`src/core/acc_pkg.sv`:
```
package acc_pkg;

    // -------------------------------------------------------------------------
    // Register map (byte addresses on APB)
    // -------------------------------------------------------------------------
    localparam logic [7:0] ADDR_CTRL0 = 8'h00;
    localparam logic [7:0] ADDR_CTRL1 = 8'h04;
    localparam logic [7:0] ADDR_RES_HIGH = 8'h08;
    localparam logic [7:0] ADDR_RES_LOW = 8'h0c;
    localparam logic [7:0] ADDR_PIN_FUNC = 8'h10;
    localparam logic [7:0] ADDR_IRQ = 8'h14;

    // -------------------------------------------------------------------------
    // Field positions
    // -------------------------------------------------------------------------
    localparam int CTRL0_START_BIT = 7;
    localparam int CTRL0_BUSY_BIT = 6;
    localparam int CTRL0_ENABLE_BIT = 5;
    localparam int CTRL0_FORMAT_BIT = 4;
    localparam int IRQ_FLAG_BIT = 0;
    localparam int IRQ_ENABLE_BIT = 1;
    localparam int IRQ_GLOBAL_BIT = 2;

    // -------------------------------------------------------------------------
    // Reset values and codes
    // -------------------------------------------------------------------------
    localparam logic [7:0] CTRL0_RESET = 8'h00;
    localparam logic [7:0] CTRL1_RESET = 8'h00;
    localparam logic [7:0] PIN_FUNC_RESET = 8'h00;
    localparam logic [2:0] SRC_BANDGAP = 3'h1;
    localparam logic [2:0] SRC_GROUND_LO = 3'h2;
    localparam logic [2:0] SRC_GROUND_HI = 3'h4;
    localparam logic [11:0] RESULT_FULL_SCALE = 12'hfff;

    // -------------------------------------------------------------------------
    // Conversion timing in converter clock periods
    // -------------------------------------------------------------------------
    localparam logic [4:0] SAMPLE_PERIODS = 5'h04;
    localparam logic [4:0] CONVERT_PERIODS = 5'h0c;
    localparam logic [4:0] TOTAL_PERIODS = 5'h10;

    typedef enum logic [1:0] {
        ACC_SRC_EXTERNAL,
        ACC_SRC_BANDGAP,
        ACC_SRC_GROUND
    } acc_source_type;

    typedef struct packed {
        logic [7:0] channel_onehot;
        logic bandgap_connect;
        logic ground_connect;
        logic sample;
        logic convert;
        logic powered;
    } acc_analog_type;

    typedef struct packed {
        logic psel;
        logic penable;
        logic pwrite;
        logic [7:0] paddr;
        logic [31:0] pwdata;
    } acc_apb_req_type;

endpackage

```
`src/core/acc_control.sv`:
```
`timescale 1ns/1ps

// Overview of operation
// Source codes 000 or 101-111 route external channel 0-7 chosen by channel field.
// External source with channel codes 1000-1111 connects nothing; input floats.
// Source 001 connects bandgap; 010-100 connect analog ground, channel ignored.
// Internal source selected disconnects every external channel automatically.
// Pin assigned as analog input has all other functions disabled.
// Pull-up on a pin assigned as analog input is disconnected.
// Analog assignment overrides the pin's port direction setting.
// Conversion is 4 sampling plus 12 converting clock periods, 16 total.
// Start bit low-high-low; high holds converter reset, conversion starts on fall.
// Busy flag high during conversion; result readable once it clears.
// Conversion runs autonomously in hardware after start.
// Clearing enable powers the converter core down.
// Result is unsigned 12-bit, full scale FFF.
// Software sets both interrupt enables before start if interrupts wanted.
// Software selects a non-existent channel before choosing an internal source.
// Software sets divider, enable, source, channel, reference, format, then starts.
// Software assigns pin to analog function before selecting its channel.
// Format 0 left-justifies result, format 1 right-justifies it.
// Clock-select codes 001-111 divide system clock by 2 to 128; 000 reserved.
// Completion sets interrupt flag and raises an interrupt signal.
// Disabling the converter leaves both result registers unchanged.
// Start during conversion aborts and restarts from sampling; result kept.
module acc_control (
    input wire logic clk,
    input wire logic rst,
    input wire acc_pkg::acc_apb_req_type apb_req,
    output logic [31:0] prdata,
    output logic pready,
    output logic pslverr,
    input wire logic [11:0] core_data,
    output acc_pkg::acc_analog_type analog_ctrl,
    output logic [7:0] pin_analog_mode,
    output logic [7:0] pin_pullup_off,
    output logic [7:0] pin_dir_override,
    output logic irq
);
    import acc_pkg::*;

    typedef enum logic [1:0] {
        ST_IDLE,
        ST_RESET,
        ST_SAMPLE,
        ST_CONVERT
    } acc_state_type;

    logic [7:0] ctrl0_q, ctrl0_d;
    logic [7:0] ctrl1_q, ctrl1_d;
    logic [7:0] pin_func_q, pin_func_d;
    logic [2:0] irq_q, irq_d;
    logic [11:0] result_q, result_d;
    acc_state_type state_q, state_d;
    logic [4:0] period_q, period_d;
    logic [6:0] div_q, div_d;
    logic [31:0] prdata_q, prdata_d;
    logic pready_q, pslverr_q, irq_out_q;
    acc_analog_type analog_q, analog_d;

    // -------------------------------------------------------------------------
    // Bus decode
    // -------------------------------------------------------------------------
    wire logic access = apb_req.psel && apb_req.penable && !pready_q;
    wire logic wr = access && apb_req.pwrite;
    wire logic wr_ctrl0 = wr && apb_req.paddr == ADDR_CTRL0;
    wire logic wr_ctrl1 = wr && apb_req.paddr == ADDR_CTRL1;
    wire logic wr_pin = wr && apb_req.paddr == ADDR_PIN_FUNC;
    wire logic wr_irq = wr && apb_req.paddr == ADDR_IRQ;
    wire logic mapped = apb_req.paddr == ADDR_CTRL0 || apb_req.paddr == ADDR_CTRL1
        || apb_req.paddr == ADDR_RES_HIGH || apb_req.paddr == ADDR_RES_LOW
        || apb_req.paddr == ADDR_PIN_FUNC || apb_req.paddr == ADDR_IRQ;

    // -------------------------------------------------------------------------
    // Control fields
    // -------------------------------------------------------------------------
    wire logic start_bit = ctrl0_q[CTRL0_START_BIT];
    wire logic enable = ctrl0_q[CTRL0_ENABLE_BIT];
    wire logic format = ctrl0_q[CTRL0_FORMAT_BIT];
    wire logic [3:0] channel_sel = ctrl0_q[3:0];
    wire logic [2:0] input_source_sel = ctrl1_q[7:5];
    wire logic [2:0] conv_clock_div_sel = ctrl1_q[2:0];
    wire logic busy = state_q != ST_IDLE && state_q != ST_RESET;

    // Start bit falling edge, seen as the write that clears a set start bit.
    wire logic start_fall = wr_ctrl0 && start_bit && !apb_req.pwdata[CTRL0_START_BIT];

    // Source decode.
    wire logic src_bandgap = input_source_sel == SRC_BANDGAP;
    wire logic src_ground = input_source_sel >= SRC_GROUND_LO
        && input_source_sel <= SRC_GROUND_HI;
    wire logic src_external = !src_bandgap && !src_ground;

    // Converter clock tick; reserved code 000 gives no tick at all.
    wire logic [6:0] div_last = 7'((8'h02 << (conv_clock_div_sel - 3'h1)) - 8'h01);
    wire logic div_valid = conv_clock_div_sel != 3'h0;
    wire logic tick = div_valid && div_q == div_last;

    // Result placement in the two result registers.
    wire logic [7:0] res_high = format ? {4'h0, result_q[11:8]} : result_q[11:4];
    wire logic [7:0] res_low = format ? result_q[7:0] : {result_q[3:0], 4'h0};

    // Channel routing: one-hot only for existing channels with an external source.
    logic [7:0] chan_onehot;
    always_comb begin
        chan_onehot = 8'h00;
        if (src_external && !channel_sel[3]) begin
            chan_onehot[channel_sel[2:0]] = 1'b1;
        end
    end

    // -------------------------------------------------------------------------
    // Sequencer
    // -------------------------------------------------------------------------
    logic done;
    always_comb begin
        state_d = state_q;
        period_d = period_q;
        div_d = (tick || !busy) ? 7'h00 : div_q + 7'h01;
        result_d = result_q;
        done = 1'b0;
        if (!enable) begin
            state_d = ST_IDLE;
        end else if (start_bit) begin
            state_d = ST_RESET;
        end else if (start_fall || (state_q == ST_RESET)) begin
            state_d = ST_SAMPLE;
            period_d = 5'h00;
            div_d = 7'h00;
        end else if (busy && tick) begin
            period_d = period_q + 5'h01;
            if (period_q == SAMPLE_PERIODS - 5'h01) begin
                state_d = ST_CONVERT;
            end
            if (period_q == TOTAL_PERIODS - 5'h01) begin
                state_d = ST_IDLE;
                result_d = core_data;
                done = 1'b1;
            end
        end
    end

    // -------------------------------------------------------------------------
    // Register writes
    // -------------------------------------------------------------------------
    always_comb begin
        ctrl0_d = ctrl0_q;
        ctrl1_d = ctrl1_q;
        pin_func_d = pin_func_q;
        irq_d = irq_q;
        if (wr_ctrl0) begin
            ctrl0_d = apb_req.pwdata[7:0];
        end
        ctrl0_d[CTRL0_BUSY_BIT] = 1'b0;
        if (wr_ctrl1) begin
            ctrl1_d = apb_req.pwdata[7:0];
        end
        if (wr_pin) begin
            pin_func_d = apb_req.pwdata[7:0];
        end
        if (wr_irq) begin
            irq_d = apb_req.pwdata[2:0];
        end
        if (done) begin
            irq_d[IRQ_FLAG_BIT] = 1'b1;
        end
    end

    always_comb begin
        prdata_d = 32'h0000_0000;
        if (access && !apb_req.pwrite) begin
            unique case (apb_req.paddr)
                ADDR_CTRL0: prdata_d = {24'h000000, start_bit, busy, ctrl0_q[5:0]};
                ADDR_CTRL1: prdata_d = {24'h000000, ctrl1_q};
                ADDR_RES_HIGH: prdata_d = {24'h000000, res_high};
                ADDR_RES_LOW: prdata_d = {24'h000000, res_low};
                ADDR_PIN_FUNC: prdata_d = {24'h000000, pin_func_q};
                ADDR_IRQ: prdata_d = {29'h00000000, irq_q};
                default: prdata_d = 32'h0000_0000;
            endcase
        end
    end

    always_comb begin
        analog_d.channel_onehot = chan_onehot & pin_func_q;
        analog_d.bandgap_connect = enable && src_bandgap;
        analog_d.ground_connect = enable && src_ground;
        analog_d.sample = state_d == ST_SAMPLE;
        analog_d.convert = state_d == ST_CONVERT;
        analog_d.powered = enable;
    end

    // -------------------------------------------------------------------------
    // Flip-flops
    // -------------------------------------------------------------------------
    always_ff @(posedge clk or posedge rst) begin
        if (rst) begin
            ctrl0_q <= CTRL0_RESET;
            ctrl1_q <= CTRL1_RESET;
            pin_func_q <= PIN_FUNC_RESET;
            irq_q <= 3'h0;
            result_q <= 12'h000;
        end else begin
            ctrl0_q <= ctrl0_d;
            ctrl1_q <= ctrl1_d;
            pin_func_q <= pin_func_d;
            irq_q <= irq_d;
            result_q <= result_d;
        end
    end

    always_ff @(posedge clk or posedge rst) begin
        if (rst) begin
            state_q <= ST_IDLE;
            period_q <= 5'h00;
            div_q <= 7'h00;
        end else begin
            state_q <= state_d;
            period_q <= period_d;
            div_q <= div_d;
        end
    end

    always_ff @(posedge clk or posedge rst) begin
        if (rst) begin
            prdata_q <= 32'h0000_0000;
            pready_q <= 1'b0;
            pslverr_q <= 1'b0;
            irq_out_q <= 1'b0;
        end else begin
            prdata_q <= prdata_d;
            pready_q <= access;
            pslverr_q <= access && !mapped;
            irq_out_q <= irq_d[IRQ_FLAG_BIT] && irq_d[IRQ_ENABLE_BIT]
                && irq_d[IRQ_GLOBAL_BIT];
        end
    end

    always_ff @(posedge clk or posedge rst) begin
        if (rst) begin
            analog_q <= '0;
            pin_analog_mode <= 8'h00;
            pin_pullup_off <= 8'h00;
            pin_dir_override <= 8'h00;
        end else begin
            analog_q <= analog_d;
            pin_analog_mode <= pin_func_d;
            pin_pullup_off <= pin_func_d;
            pin_dir_override <= pin_func_d;
        end
    end

    assign prdata = prdata_q;
    assign pready = pready_q;
    assign pslverr = pslverr_q;
    assign analog_ctrl = analog_q;
    assign irq = irq_out_q;

endmodule

```
`config.mk`:
```
export PLATFORM = sky130hd
export DESIGN_NAME = acc_control
export DESIGN_NICKNAME = d
export VERILOG_FILES = /design/src/core/acc_pkg.sv /design/src/core/acc_control.sv
export SDC_FILE = /design/constraint.sdc
export NUM_CORES = 1
export LEC_CHECK = 0
export ABC_AREA = 0
export BUFFER_PORTS_ARGS = -buffer_cell sky130_fd_sc_hd__buf_2
export CAP_MARGIN = 20
export CORE_MARGIN = 2
export CORE_UTILIZATION = 40
export CTS_BUF_LIST = sky130_fd_sc_hd__clkbuf_8 sky130_fd_sc_hd__clkbuf_16
export CTS_CLUSTER_DIAMETER = 30
export DETAILED_ROUTE_END_ITERATION = 6
export PLACE_DENSITY_LB_ADDON = 0.1
export SLEW_MARGIN = 20
export SYNTH_ARGS = -nofsm -noshare
export SYNTH_HDL_FRONTEND = slang
export SYNTH_SLANG_ARGS = --single-unit
```
`constraint.sdc`:
```
create_clock -name clk -period 4.65 [get_ports clk]
set_input_delay 0.93 -clock clk [delete_from_list [all_inputs] [get_ports clk]]
set_output_delay 0.93 -clock clk [all_outputs]
set_load 0.02 [all_outputs]
```
# Word level (Yosys, flattened, before mapping)
# Cells that the tools add are included.
# op_classes
n_addsub	4
n_reduce_logical	43
shifts	1
order_cmp	4
eq_ne	13
n_bitwise	3
muxes	26
# ops
op	count
8-bit case mux with 6 select lines	1
8-bit two-way mux	4
7-bit two-way mux	4
1-bit logical AND	22
8-bit by 4-bit equality test with 1-bit output, second input constant	2
8-bit by 5-bit equality test with 1-bit output, second input constant	2
2-bit two-way mux	6
5-bit two-way mux	2
8-bit bitwise AND	1
8-bit by 3-bit equality test with 1-bit output, second input constant	1
1-bit logical NOT	8
8-bit logical NOT	1
7-bit by 1-bit adder with 7-bit output, second input constant	1
7-bit equality test	1
1-bit logical OR	7
1-bit two-way mux	7
2-bit by 3-bit << shifter with 7-bit output, first input constant	1
7-bit by 1-bit subtractor with 7-bit output, second input constant	1
5-bit by 1-bit adder with 5-bit output, second input constant	1
5-bit by 2-bit equality test with 1-bit output, second input constant	1
5-bit by 4-bit equality test with 1-bit output, second input constant	1
5-bit AND reduction	1
2-bit equality test, second input constant	2
3-bit by 4-bit less-than comparator with 1-bit output, second input constant	1
other kinds (13)	15
# totals
reg_bits	100
wordCells	112
in_bits	57

# Longest topological paths before layout
# depth
ltp_word	13
depth_mapped	11

# Worst setup path after synthesis
# Ideal clock, no wire load.
# synth_timing
kind	input -> register
start	input port apb_req[36] (netlist name)
end	register analog_q, in the netlist analog_ctrl[1]
slack_ns	1.987
arrival_time_ns	2.543
path_stages	7
required_time_ns	4.530
n_path_buf	2
cell_sequence	buf_2 > or4_1 > or3_1 > buf_2 > o211ai_1 > o31ai_1 > and3b_1
# synth_lines
item	line_no	rtl
start: declaration	acc_control.sv:29	input wire acc_pkg::acc_apb_req_type apb_req,
end signal: assignment	acc_control.sv:246	analog_q <= analog_d;
end: declaration	acc_control.sv:59	acc_analog_type analog_q, analog_d;

# Worst setup path in the final report
# layout_timing
start	register ctrl1_q[1]
end	register result_q[11]
# layout_via
elab_chain_cells	7
elab_cells_between_ends	8
classes_between	2 x add/sub; 1 x eq/ne; 1 x shift; 4 x reduce/logical
# layout_lines
item	line_no	rtl
start: declaration	acc_control.sv:50	logic [7:0] ctrl1_q, ctrl1_d;
start signal: assignment	acc_control.sv:205	ctrl1_q <= ctrl1_d;
3-bit by 1-bit subtractor with 3-bit output	acc_control.sv:95	wire logic [6:0] div_last = 7'((8'h02 << (conv_clock_div_sel - 3'h1)) - 8'h01);
2-bit by 3-bit << shifter with 7-bit output	acc_control.sv:95	
7-bit by 1-bit subtractor with 7-bit output	acc_control.sv:95	
7-bit equality test	acc_control.sv:97	wire logic tick = div_valid && div_q == div_last;
1-bit logical AND *	acc_control.sv:97	
1-bit logical AND *	acc_control.sv:130	end else if (busy && tick) begin
5-bit AND reduction (no source line) *	n/a	
end signal: assignment	acc_control.sv:208	result_q <= result_d;
end: declaration	acc_control.sv:53	logic [11:0] result_q, result_d;
# Every way passes the cells marked *; elsewhere a longest branch is shown, timed or not.
# A chain may end at the register's enable or synchronous reset.

==> results.py <==
metrics = {
    "outcome": {
        "status": "finished clean",
    },
    "worst_setup_path": {
        "cp-end-kind": "flop",
        "rrSetupSlack_ns": 1.55,
        "max_stage_delay_ns": 0.58,
        "crit_chain": "nor2b_1 > nand2b_1 > ha_1 > a21bo_1 > o22ai_1 > xor2_1 > nand4_2 > nor3_1 > mux2_2",
        "cp-startpoint": "ctrl1_q[1]$_DFFE_PP0P_",
        "required_ns": 4.89,
        "critPathLaunchType": "flop",
        "worstSetupEndpoint": "result_q[11]$_DFFE_PP0P_",
        "slowest_stage": "dfrtp_1",
        "r2r-end": "result_q[11]$_DFFE_PP0P_",
        "crit_type": "reg -> reg",
        "cp_max_fo": 13,
        "critPathArrivalTime_ns": 3.34,
        "ff2ff_path_depth": 9,
        "regToRegStartpoint": "ctrl1_q[1]$_DFFE_PP0P_",
    },
    "detailed_routing": {
        "wl_um": 8736,
        "drtAntennaViolNets": 0,
        "avgViaCountPerCell": 5.028,
        "dr.pass1.iters": 4,
        "drt_iter0_markers": 59,
        "drc": 0,
        "num_vias": 2851,
        "wl_per_cell_um": 15.41,
    },
    "final_layout": {
        "multiInputGateArea_um2": 1827,
        "num_antenna_cells": 0,
        "drive_gt1_share_pct": 34.56,
        "final_nets": 490,
        "design_area_um2": 4603,
        "fillers": 976,
        "ff_latch_area_um2": 1902,
        "area_growth_pct": 13.65,
    },
    "power": {
        "leakage_uw": 0.002384,
        "irDropWorstVdd_mv": 0.1711,
        "cellPowerDensity_nw_per_um2": 314.9,
    },
    "place": {
        "port_buffers": 80,
        "dp_hpwl_um": 6347,
        "gp_congestion": 0.8207,
        "place_area_um2": 4333,
    },
    "synthesis": {
        "synth_top_cells_by_count": "dfrtp_1 (76), buf_4 (40), mux2_2 (35)",
        "ys_seq_area_share_pct": 46.96,
        "synthArstFlopShare_pct": 100.0,
        "synth_area_leader_cell": "dfrtp_1",
        "yosys_warnings": 0,
        "syn-instance-count": 369,
        "synth_edf_count": 0,
        "synth_cell_type_count": 55,
        "yosysMostFrequentCell": "dfrtp_1",
        "netlist_area_um2": 4050,
        "synth-seq-cells": 76,
        "post_synth.cell_area_avg_um2": 10.98,
        "yosys_most_used_dff": "dfrtp_1",
        "synth_top_area_share_pct": 46.96,
        "synthTopCellsByArea": "dfrtp_1 (47%), mux2_2 (9.7%), buf_4 (7.4%), mux2_4 (3.7%), nor2_1 (2.7%)",
    },
    "cts": {
        "cts_buffers": 9,
        "cts_resized": 0,
        "htreeDepth": 3,
        "cts_tree": "done",
        "cts_post_setup_buffers_inserted": 0,
        "cts_num_sinks": 76,
        "cts-root-buf": "clkbuf_8",
        "max-clock-path-buffers": 2,
        "ctsHoldBuffers": 0,
        "clkTransAtPathRegs_ns": 0.09,
        "worstSkewPairLatency_ns": 0.35,
    },
    "run": {
        "cap_viol_max_count": 0,
    },
    "global_route": {
        "grtUsageTotal_pct": 16.74,
        "grt_start_max_net_pins": 52,
        "grt.overflow.total": 0,
        "grt_first_pass_wirelength_um": 14370,
        "antenna_found_initial": 0,
        "grt_pass1_vias": 2726,
    },
    "die": {
        "initial_core_util_pct": 41.25,
        "core_area_um2": 9819,
        "io_pins": 129,
        "die_area_um2": 10950,
        "fp.dieH_um": 104.6,
        "die_x_um": 104.6,
        "rows": 36,
    },
    "sta": {
        "slew_violations": 0,
        "rsz0062_at_grt": "no",
        "period_share_pct": 66.73,
        "setup_violations": 0,
        "worst_pin_slew_ns": 0.7396,
        "whs_ns": 0.4988,
        "timing.setup.tns_ns": 0,
        "slew_headroom_pct": 50.31,
        "finalCriticalPeriod_ns": 3.103,
        "fmax_mhz": 322.3,
        "hold_viol": 0,
        "fin_skew_ns": 0.01048,
    },
    "hold_path": {
        "hold_class": "reg -> reg",
    },
}
[cells by family (layout without fill, tap and decap cells)]
logic type               Yosys count  in the layout  share of synthesized area [%]
multiplexers                      57             57                          17.02
buffers and inverters             63            105                          10.07
AND/OR/NAND/NOR                  117            117                          15.26
XOR/XNOR                          10             10                          2.162
adder cells (fa/ha/maj)            4              4                          1.236
flip-flops                        76             76                          46.96
other                              1             24                        0.09259
AO/OA/AOI/OAI                     41             41                          7.199
[worst max-delay path, delay by kind of cell (launching register included)]
kind	cells	cell delay (ns)
xor+xnor	1	0.21
fa+ha+maj	1	0.23
compound gates	2	0.38
simple gates	4	1.19
mux	1	0.40
flops	1	0.58
[routing by layer]
layer  part of all wire (%)  global-route usage (%)  up-vias
met2                     44                   24.51       94
met4                    2.4                   7.619        0
met5                      0                       0        -
met3                    5.2                   2.994       16
met1                     48                   24.12     1386
li1                       -                       -     1355
[power by group]
group	internal (uW)	switching [uW]	leakage, uW
clock network	416	260	0.000134
logic	31.9	63.2	0.00122
registers	669	9.64	0.00103
total	1120	333	0.00238
[flip-flops by register name, indices dropped and copies added, names as in the netlist]
signal / cells
ctrl0_q: 7
pslverr: 1
period_q: 5
div_q: 7
prdata: 8
result_q: 12
analog_ctrl: 13
irq_q: 3
ctrl1_q: 8
irq: 1
pin_dir_override: 8
state_q: 2
pready: 1
[per-stage QoR]
| stage | utilization [%] | instances | worst slack (ns) | total power [uW] |
|---|---|---|---|---|
| 3_5_place_dp | 44.13 | 551 | 1.507 | 788.2 |
| 2_1_floorplan | - | 392 | 1.782 | 770.6 |
| 4_1_cts | 46.88 | 567 | 1.492 | 1466 |
| 3_3_place_gp | 44.13 | 551 | 1.574 | 786.8 |
| 5_1_grt | 46.88 | 567 | 1.289 | 1502 |
| 6_report | 46.88 | 567 | 1.547 | 1450 |
[cell usage in the layout, fill, tap and decap left out, types with 5 or more instances in the layout]
cell type  instances
mux2_4            10
clkbuf_8           9
mux2_2            35
inv_1              7
buf_2             80
a21oi_1           10
conb_1            24
nor2_1            29
xor2_1             6
a22oi_1            5
nand2_1           25
and3_1            12
nor3_1             6
nor2b_1            8
dfrtp_1           76
nand3_1            7
mux2i_1           10
[layout make-up]
cell class	instances	share of cell area, %
tap	133	3.615
inverter	8	0.6524
timing repair buffer	81	8.861
multi-input combinational	253	39.68
clock buffer	9	2.691
sequential	76	41.32
clock inverter	7	3.180
[worst min-delay path by stage]
| stage | start | endpoint | slack (ns) | cells past startpoint |
|---|---|---|---|---|
| floorplan | ctrl0_q[5]$_DFFE_PP0P_ | analog_ctrl[0]$_DFF_PP0_ | 0.43 | 0 |
| global placement | ctrl1_q[4]$_DFFE_PP0P_ | ctrl1_q[4]$_DFFE_PP0P_ | 0.48 | 1 |
| detailed placement | ctrl1_q[4]$_DFFE_PP0P_ | ctrl1_q[4]$_DFFE_PP0P_ | 0.49 | 1 |
| CTS | div_q[0]$_DFF_PP0_ | div_q[0]$_DFF_PP0_ | 0.50 | 1 |
| global route | div_q[0]$_DFF_PP0_ | div_q[0]$_DFF_PP0_ | 0.52 | 1 |
| finish | div_q[0]$_DFF_PP0_ | div_q[0]$_DFF_PP0_ | 0.50 | 1 |
No activity file was read; power rests on OpenSTA's default activity.
